**src/rtl/dma_dest_pkg.sv**
```systemverilog
package dma_dest_pkg;

	// register byte offsets
	localparam logic [7:0] OFS_DEST_CTRL_CH0 = 8'h00;
	localparam logic [7:0] OFS_DEST_CTRL_CH1 = 8'h04;
	localparam logic [7:0] OFS_SRC_CTRL_CH0  = 8'h08;
	localparam logic [7:0] OFS_SRC_CTRL_CH1  = 8'h0C;
	localparam logic [7:0] OFS_DEST_ADDR_CH0 = 8'h10;
	localparam logic [7:0] OFS_DEST_ADDR_CH1 = 8'h14;
	localparam logic [7:0] OFS_STATUS        = 8'h18;

	// destination control fields
	localparam int DCTL_ACT_LSB   = 0;
	localparam int DCTL_STEP_EN   = 5;
	localparam int DCTL_STEP_DIR  = 6;
	localparam logic [7:0] DCTL_RESET = 8'h00;

	// source control fields
	localparam int SCTL_SIZE      = 0;
	localparam int SCTL_BLOCK     = 1;
	localparam int SCTL_ENABLE    = 2;
	localparam logic [2:0] SCTL_RESET = 3'h0;

	// status fields, per channel i at bit STAT_STRIDE*i
	localparam int STAT_REQ       = 0;
	localparam int STAT_BURST     = 1;
	localparam int STAT_PEND      = 2;
	localparam int STAT_FIRST     = 3;
	localparam int STAT_PIN       = 4;
	localparam int STAT_STRIDE    = 8;

	// activation codes
	localparam logic [3:0] ACT_ADC      = 4'h1;
	localparam logic [3:0] ACT_PIN_EDGE = 4'h2;
	localparam logic [3:0] ACT_PIN_LVL  = 4'h3;
	localparam logic [3:0] ACT_SER0_TX  = 4'h4;
	localparam logic [3:0] ACT_SER0_RX  = 4'h5;
	localparam logic [3:0] ACT_SER1_TX  = 4'h6;
	localparam logic [3:0] ACT_SER1_RX  = 4'h7;
	localparam logic [3:0] ACT_AUTO_CS  = 4'h6;
	localparam logic [3:0] ACT_AUTO_BST = 4'h7;
	localparam logic [3:0] ACT_TMR_BASE = 4'h8;
	localparam logic [3:0] ACT_TMR_LAST = 4'hD;

	// address steps
	localparam int STEP_BYTE = 1;
	localparam int STEP_WORD = 2;

	localparam int NUM_CH  = 2;
	localparam int NUM_TMR = 6;

endpackage

```
**src/rtl/dma_act_decode.sv**
```systemverilog
`timescale 1ns/10ps
module dma_act_decode
	import dma_dest_pkg::*;
(
	// selection
	input  wire logic [3:0]         act_code,
	input  wire logic               block_mode,
	// pin state
	input  wire logic               pin_low,
	input  wire logic               pin_fall,
	input  wire logic               first_xfer,
	// peripheral events
	input  wire logic               adc_end,
	input  wire logic [1:0]         ser_tx_done,
	input  wire logic [1:0]         ser_rx_done,
	input  wire logic [NUM_TMR-1:0] tmr_capa,
	// decoded activation
	output logic                    evt_hit,
	output logic                    lvl_req,
	output logic                    auto_req,
	output logic                    burst
);

	logic [3:0] tmr_idx;

	always_comb
	begin
		evt_hit  = 1'b0;
		lvl_req  = 1'b0;
		auto_req = 1'b0;
		burst    = 1'b0;
		tmr_idx  = act_code - ACT_TMR_BASE;
		// falling edge with first-transfer low level
		if (act_code == ACT_PIN_EDGE)
		begin
			evt_hit = pin_fall;
			lvl_req = first_xfer & pin_low;
		end
		else if (act_code == ACT_PIN_LVL)
			lvl_req = pin_low;
		else if (!block_mode)
		begin
			case (act_code)
				ACT_AUTO_CS:  auto_req = 1'b1;
				ACT_AUTO_BST:
				begin
					auto_req = 1'b1;
					burst    = 1'b1;
				end
				default: ;
			endcase
		end
		else
		begin
			case (act_code)
				ACT_ADC:     evt_hit = adc_end;
				ACT_SER0_TX: evt_hit = ser_tx_done[0];
				ACT_SER0_RX: evt_hit = ser_rx_done[0];
				ACT_SER1_TX: evt_hit = ser_tx_done[1];
				ACT_SER1_RX: evt_hit = ser_rx_done[1];
				default:
				begin
					if (act_code >= ACT_TMR_BASE && act_code <= ACT_TMR_LAST)
						evt_hit = tmr_capa[tmr_idx[2:0]];
				end
			endcase
		end
	end

endmodule

```
**src/rtl/dma_dest_ctrl.sv**
```systemverilog
// Behaviour
// - Step field 00 or 10 leaves the destination address unchanged after a transfer.
// - Step field 01 adds 1 for byte or 2 for word transfers after each transfer.
// - Step field 11 subtracts 1 for byte or 2 for word transfers after each transfer.
// - Bits 3 to 0 pick the activation source, read through a table chosen by the mode.
// - Code 0010 starts on falling pin edges, the first transfer after enable on a low level.
// - Code 0011 starts whenever the request pin is low, which the requester drives low.
// - Normal mode code 0110 is cycle-steal auto-request and 0111 burst auto-request.
// - Block mode code 0001 starts on the converter conversion-end interrupt.
// - Block mode 0100/0101 are serial channel 0 tx/rx done, 0110/0111 serial channel 1.
// - Block mode 1000 to 1101 are timer channels 0 to 5 compare or capture A.
// - Transfer size bit 0 means byte and 1 means word, which sets the address step.
// - Block enable bit clear means normal mode and set means block mode.
//
// Added by the designer: the placing of the registers and strobed register access.
`timescale 1ns/10ps
module dma_dest_ctrl
	import dma_dest_pkg::*;
#(
	parameter int ADDR_W = 24
)
(
	// clock and reset
	input  wire logic               clk_sys,
	input  wire logic               resetn,
	// register port
	input  wire logic [7:0]         reg_addr,
	input  wire logic [31:0]        reg_wdata,
	input  wire logic               reg_wr,
	input  wire logic               reg_rd,
	output logic      [31:0]        reg_rdata,
	// external request pins, active low
	input  wire logic [NUM_CH-1:0]  ext_transfer_request_pin_n,
	// peripheral interrupt events
	input  wire logic               adc_end,
	input  wire logic [1:0]         ser_tx_done,
	input  wire logic [1:0]         ser_rx_done,
	input  wire logic [NUM_TMR-1:0] tmr_capa,
	// transfer engine
	input  wire logic [NUM_CH-1:0]  xfer_done,
	output logic      [NUM_CH-1:0]  xfer_req,
	output logic      [NUM_CH-1:0]  xfer_burst,
	output logic      [ADDR_W-1:0]  dest_addr_ch0,
	output logic      [ADDR_W-1:0]  dest_addr_ch1
);

	initial
	begin
		if (ADDR_W < 2 || ADDR_W > 32)
			$error("ADDR_W must lie in 2..32");
	end

	////////////////////////////////////////////////////////////////////////////////

	typedef struct packed {
		logic [NUM_CH-1:0][7:0]        dctl;
		logic [NUM_CH-1:0][2:0]        sctl;
		logic [NUM_CH-1:0][ADDR_W-1:0] daddr;
		logic [NUM_CH-1:0]             s1;
		logic [NUM_CH-1:0]             s2;
		logic [NUM_CH-1:0]             s3;
		logic [NUM_CH-1:0]             lvl;
		logic [NUM_CH-1:0]             en_prev;
		logic [NUM_CH-1:0]             first;
		logic [NUM_CH-1:0]             pend;
		logic [NUM_CH-1:0]             req;
		logic [NUM_CH-1:0]             burst;
		logic [31:0]                   rdata;
	} state_t;

	state_t st_q;
	state_t st_d;

	logic [NUM_CH-1:0] pin_fall;
	logic [NUM_CH-1:0] pin_low;
	logic [NUM_CH-1:0] evt_hit;
	logic [NUM_CH-1:0] lvl_req;
	logic [NUM_CH-1:0] auto_req;
	logic [NUM_CH-1:0] dec_burst;

	////////////////////////////////////////////////////////////////////////////////

	function automatic logic [ADDR_W-1:0] step_addr(
		input logic [ADDR_W-1:0] addr,
		input logic              step_en,
		input logic              step_dir,
		input logic              word
	);
		logic [ADDR_W-1:0] step;
		step = word ? ADDR_W'(STEP_WORD) : ADDR_W'(STEP_BYTE);
		if (!step_en)
			step_addr = addr;
		else if (!step_dir)
			step_addr = addr + step;
		else
			step_addr = addr - step;
	endfunction

	function automatic logic [31:0] status_word(input state_t s);
		logic [31:0] w;
		w = 32'h0000_0000;
		for (int i = 0; i < NUM_CH; i++)
		begin
			w[STAT_STRIDE*i+STAT_REQ]   = s.req[i];
			w[STAT_STRIDE*i+STAT_BURST] = s.burst[i];
			w[STAT_STRIDE*i+STAT_PEND]  = s.pend[i];
			w[STAT_STRIDE*i+STAT_FIRST] = s.first[i];
			w[STAT_STRIDE*i+STAT_PIN]   = s.lvl[i];
		end
		status_word = w;
	endfunction

	////////////////////////////////////////////////////////////////////////////////
	// filtered pin state

	always_comb
	begin
		for (int i = 0; i < NUM_CH; i++)
		begin
			pin_low[i]  = ~st_q.lvl[i];
			pin_fall[i] = st_q.lvl[i] & (st_q.s2[i] == st_q.s3[i]) & ~st_q.s3[i];
		end
	end

	////////////////////////////////////////////////////////////////////////////////
	// activation decode per channel

	for (genvar g = 0; g < NUM_CH; g++)
	begin : g_dec
		dma_act_decode u_dec (
			.act_code    (st_q.dctl[g][DCTL_ACT_LSB +: 4]),
			.block_mode  (st_q.sctl[g][SCTL_BLOCK]),
			.pin_low     (pin_low[g]),
			.pin_fall    (pin_fall[g]),
			.first_xfer  (st_q.first[g]),
			.adc_end     (adc_end),
			.ser_tx_done (ser_tx_done),
			.ser_rx_done (ser_rx_done),
			.tmr_capa    (tmr_capa),
			.evt_hit     (evt_hit[g]),
			.lvl_req     (lvl_req[g]),
			.auto_req    (auto_req[g]),
			.burst       (dec_burst[g])
		);
	end

	////////////////////////////////////////////////////////////////////////////////
	// next state

	always_comb
	begin
		logic en;
		logic wr_dctl;
		logic wr_sctl;
		logic wr_addr;
		st_d = st_q;
		en      = 1'b0;
		wr_dctl = 1'b0;
		wr_sctl = 1'b0;
		wr_addr = 1'b0;

		// three-stage pin sampling, level taken when stages two and three agree
		st_d.s1 = ext_transfer_request_pin_n;
		st_d.s2 = st_q.s1;
		st_d.s3 = st_q.s2;
		for (int i = 0; i < NUM_CH; i++)
		begin
			if (st_q.s2[i] == st_q.s3[i])
				st_d.lvl[i] = st_q.s3[i];
		end

		for (int i = 0; i < NUM_CH; i++)
		begin
			en = st_q.sctl[i][SCTL_ENABLE];
			wr_dctl = reg_wr && reg_addr == (i == 0 ? OFS_DEST_CTRL_CH0 : OFS_DEST_CTRL_CH1);
			wr_sctl = reg_wr && reg_addr == (i == 0 ? OFS_SRC_CTRL_CH0 : OFS_SRC_CTRL_CH1);
			wr_addr = reg_wr && reg_addr == (i == 0 ? OFS_DEST_ADDR_CH0 : OFS_DEST_ADDR_CH1);

			if (wr_dctl)
				st_d.dctl[i] = reg_wdata[7:0];
			if (wr_sctl)
				st_d.sctl[i] = reg_wdata[2:0];

			if (wr_addr)
				st_d.daddr[i] = reg_wdata[ADDR_W-1:0];
			else if (xfer_done[i])
				st_d.daddr[i] = step_addr(st_q.daddr[i],
					st_q.dctl[i][DCTL_STEP_EN],
					st_q.dctl[i][DCTL_STEP_DIR],
					st_q.sctl[i][SCTL_SIZE]);

			st_d.en_prev[i] = en;
			if (!en)
				st_d.first[i] = 1'b0;
			else if (!st_q.en_prev[i])
				st_d.first[i] = 1'b1;
			else if (xfer_done[i])
				st_d.first[i] = 1'b0;

			// edge or event latch, set wins
			if (!en)
				st_d.pend[i] = 1'b0;
			else if (evt_hit[i])
				st_d.pend[i] = 1'b1;
			else if (xfer_done[i])
				st_d.pend[i] = 1'b0;

			st_d.req[i]   = en & (st_q.pend[i] | lvl_req[i] | auto_req[i]);
			st_d.burst[i] = en & dec_burst[i];
		end

		// read data, unmapped reads as zero
		st_d.rdata = 32'h0000_0000;
		if (reg_rd)
		begin
			unique case (reg_addr)
				OFS_DEST_CTRL_CH0: st_d.rdata = {24'h00_0000, st_q.dctl[0]};
				OFS_DEST_CTRL_CH1: st_d.rdata = {24'h00_0000, st_q.dctl[1]};
				OFS_SRC_CTRL_CH0:  st_d.rdata = {29'h0000_0000, st_q.sctl[0]};
				OFS_SRC_CTRL_CH1:  st_d.rdata = {29'h0000_0000, st_q.sctl[1]};
				OFS_DEST_ADDR_CH0: st_d.rdata = 32'(st_q.daddr[0]);
				OFS_DEST_ADDR_CH1: st_d.rdata = 32'(st_q.daddr[1]);
				OFS_STATUS:        st_d.rdata = status_word(st_q);
				default:           st_d.rdata = 32'h0000_0000;
			endcase
		end
	end

	////////////////////////////////////////////////////////////////////////////////
	// state register

	always_ff @(posedge clk_sys or negedge resetn)
	begin
		if (!resetn)
		begin
			st_q.dctl    <= {NUM_CH{DCTL_RESET}};
			st_q.sctl    <= {NUM_CH{SCTL_RESET}};
			st_q.daddr   <= '0;
			st_q.s1      <= '1;
			st_q.s2      <= '1;
			st_q.s3      <= '1;
			st_q.lvl     <= '1;
			st_q.en_prev <= '0;
			st_q.first   <= '0;
			st_q.pend    <= '0;
			st_q.req     <= '0;
			st_q.burst   <= '0;
			st_q.rdata   <= 32'h0000_0000;
		end
		else
			st_q <= st_d;
	end

	////////////////////////////////////////////////////////////////////////////////
	// outputs

	assign reg_rdata     = st_q.rdata;
	assign xfer_req      = st_q.req;
	assign xfer_burst    = st_q.burst;
	assign dest_addr_ch0 = st_q.daddr[0];
	assign dest_addr_ch1 = st_q.daddr[1];

endmodule

```
**config.mk**
```make
export PLATFORM = sky130hd
export DESIGN_NAME = dma_dest_ctrl
export DESIGN_NICKNAME = d
export VERILOG_FILES = /design/src/rtl/dma_dest_pkg.sv /design/src/rtl/dma_act_decode.sv /design/src/rtl/dma_dest_ctrl.sv
export SDC_FILE = /design/constraint.sdc
export NUM_CORES = 1
export LEC_CHECK = 0
export ABC_AREA = 1
export BUFFER_PORTS_ARGS = -buffer_cell sky130_fd_sc_hd__buf_2
export CAP_MARGIN = 15
export CORE_MARGIN = 4
export CORE_UTILIZATION = 35
export DETAILED_ROUTE_END_ITERATION = 10
export GPL_ROUTABILITY_DRIVEN = 0
export PLACE_DENSITY = 0.56
export SKIP_CTS_REPAIR_TIMING = 1
export SYNTH_ARGS = -nofsm -noshare
export SYNTH_HDL_FRONTEND = slang
export SYNTH_HIERARCHICAL = 1
export SYNTH_SLANG_ARGS = --single-unit
```
**constraint.sdc**
```tcl
create_clock -name clk_sys -period 2.25 [get_ports clk_sys]
set_clock_uncertainty 0.15 [all_clocks]
set_input_delay 0.3375 -clock clk_sys [delete_from_list [all_inputs] [get_ports clk_sys]]
set_output_delay 0.3375 -clock clk_sys [all_outputs]
set_load 0.005 [all_outputs]
```
==> flow_summary.yaml <==
outcome:
  status: "finished, final reports clean"
setup_path:
  cp_max_fo: 4
  critPathSlowestCell: "dfrtp_2"
  cp_common_cell: "nand2_1"
  worstSetupStartpointType: "flip-flop"
  critical_path_class: "reg2reg"
  cpPeakStageDelay_ns: 0.42
  cp_cell_sequence: "inv_1, nor2_1, ha_1, nand2_1, nand2_1, inv_1, nand2_1, nand2_1, nand2_1, nand2_1, nand3_1, nand2_1, nand3_1, nand2_1"
  cp.required_ns: 2.36
  worstPathArrival_ns: 2.27
  cp.buffers_inverters: 2
  critPathTopFamily: "simple AND/OR/NAND/NOR gates"
  end_kind: "flip-flop"
timing:
  slew_headroom: 0.3916
  tns_ns: 0
  setup_violations: 0
  tightest_slew_ns: 0.9116
  period_share: 0.9602
  rsz0062_at_grt: "true"
  min_period_ns: 2.160
  hold_viol: 0
  fmax_mhz: 462.9
  drv_slew: 0
global_routing:
  grt_pass1_vias: 8685
  antenna_found_initial: 4
  grt_util_all_layers: 0.1928
  grt_max_degree: 51
  grt_overflow: 0
  grt_pass1_wl_um: 46410
drt:
  vias: 9039
  drt-wirelength-per-cell_um: 15.58
  antenna_left: 0
  avgViaCountPerCell: 4.757
  drc: 0
  drt-pass1-iter-count: 5
  wl_um: 29610
  drt_iter0_drc: 692
die:
  ios: 143
  coreArea_um2: 26350
  row_count: 59
  start_util: 0.3594
  die_y_um: 172.5
  die_x_um: 172.5
  dieArea_um2: 29760
cts:
  clock_path_buffers: 2
  cts.reportedPaths.clkPinSlew_ns: 0.08
  root_buffer: "clkbuf_16"
  htree_levels: 3
  numCtsBuffers: 9
  cts_tree: "built"
  cts_sinks: 112
  worstSkewPairLatency_ns: 0.37
cells_and_area:
  design_area_um2: 11070
  regArea_um2: 2816
  syn_to_final_growth_pct: 16.81
  final_util: 0.4199
  nFillCells: 2767
  layout-drive-gt1-share: 0.2223
  fin_nets: 1663
  multi_input_area_um2: 5395
  stdcell_count: 1900
place:
  dpl_cell_area_um2: 10220
  post-place-cells: 1873
  hpwlAfterDp_um: 24150
  port_buffers: 126
synthesis:
  synthFlopType: "dfrtp_1"
  avgSynthCellArea_um2: 6.520
  async_flop_share: 1.000
  synth_cell_type_count: 47
  synth_warnings: 6
  seq_area_frac_synth: 0.2969
  synth-edff-count: 0
  ys_seq_elements: 112
  syn-cell-area_um2: 9473
  synthCells: 1453
pwr:
  vdd_drop_max_mv: 0.3720
  powerDensity_nw_per_um2: 585.0
  p_leak_uw: 0.006081
run:
  maxCapViolations: 0
worst_hold_path:
  worstHoldPathType: "in2reg"
## metrics by stage
step	setup WS, ns	power [uW]	hold slack (ns)
3_5_place_dp	-0.02146	4629	0.1740
4_1_cts	-0.02347	6223	-0.2258
3_3_place_gp	-0.02423	4606	0.1728
5_1_grt	-0.06811	6882	0.08679
6_report	0.08955	6473	0.05986
2_1_floorplan	0.05856	3875	-0.1081
## power by group
group,internal (uW),switching (uW),total (uW)
clock network,773,823,1600
registers,2240,306,2540
logic,1040,1290,2330
total,4050,2420,6470
## worst reg2reg max path, stage by stage, from the launching register on
cell	delay [ns]
dfrtp_2	0.42
inv_1	0.05
nor2_1	0.26
ha_1	0.21
nand2_1	0.05
nand2_1	0.09
inv_1	0.04
nand2_1	0.15
nand2_1	0.11
nand2_1	0.13
nand2_1	0.10
nand3_1	0.09
nand2_1	0.05
nand3_1	0.08
nand2_1	0.06
## layout make-up
type	count	area share
Timing Repair Buffer	188	0.1048
Multi-Input combinational cell	986	0.4876
Sequential cell	112	0.2545
Clock buffer	10	0.02069
Tap cell	335	0.03788
Antenna cell	4	0.0009046
Inverter	259	0.08910
Clock inverter	6	0.004523
## sequential cells by signal, summed over array words and instances (netlist names)
register	flops
xfer_req	2
dest_addr_ch1	24
st_d	6
dest_addr_ch0	24
xfer_burst	2
reg_rdata	24
st_q	30
## cells in the mapped netlist, types with 5 or more instances
library cell  instances  area share
inv_4                 5      0.0033
inv_1               239       0.095
o211ai_1              8      0.0063
o22ai_1               7      0.0046
nor3_1                7      0.0037
inv_2                11      0.0044
nor4_1                8      0.0053
buf_2                 6      0.0032
nand3b_1             10      0.0079
nand3_1              70       0.037
xor2_1                8      0.0074
nor2_4                5      0.0059
nor2_1               85       0.034
a21oi_1              63       0.033
buf_4                85       0.067
o21ai_0              46       0.024
dfrtp_1             104        0.27
buf_6                11       0.013
nand2_2               9      0.0059
nand3_2               5      0.0053
o21ai_1              23       0.012
dfstp_2               8       0.022
o221ai_1              8      0.0074
ha_1                 46       0.061
nand4_1              14      0.0092
nand2_1             518        0.21
xnor2_1              10      0.0092
## kinds of logic (layout without fill, tap and decap cells)
logic type	Yosys count	count (layout)	synth area share
compound gates	162	162	0.09378
buf+inv	362	463	0.1881
xor+xnor	18	18	0.01664
flops	112	112	0.2969
other cells	1	12	0.0003959
fa+ha+maj	50	50	0.06710
simple gates	748	748	0.3371
## worst paths after layout
kind | startpoint | end | slack, ns | cells past startpoint
worst max-delay path | st_q[118] | dest_addr_ch1[21] | 0.09 | 14
worst min-delay path | reg_wdata[10] | dest_addr_ch0[10] | 0.06 | 3
worst max register to register | st_q[118] | dest_addr_ch1[21] | 0.09 | 14
worst min register to register | st_d[47] | st_d[45] | 0.21 | 0
max in group asynchronous | resetn | reg_rdata[21] | 0.99 | 3
min in group asynchronous | resetn | st_q[114] | 0.32 | 2
## cell usage in the layout, fill, tap and decap left out, types with 24 or more instances in the layout
cell type	synthesis	final
buf_2	6	125
nand3_1	70	63
buf_4	85	55
nor2_2	4	24
a21oi_1	63	58
nor2_1	85	64
inv_1	239	235
ha_4	0	25
o21ai_0	46	44
dfrtp_1	104	101
nand2_1	518	505
## per-layer routing
| metal | wire length [um] | GRT usage | share of wire |
|---|---|---|---|
| met1 | 14520 | 0.2785 | 0.49 |
| met2 | 13340 | 0.3024 | 0.45 |
| met3 | 1085 | 0.01800 | 0.037 |
| met4 | 659 | 0.06786 | 0.022 |
| met5 | 0 | 0 | 0 |
Power figures use the tool's default switching activity.
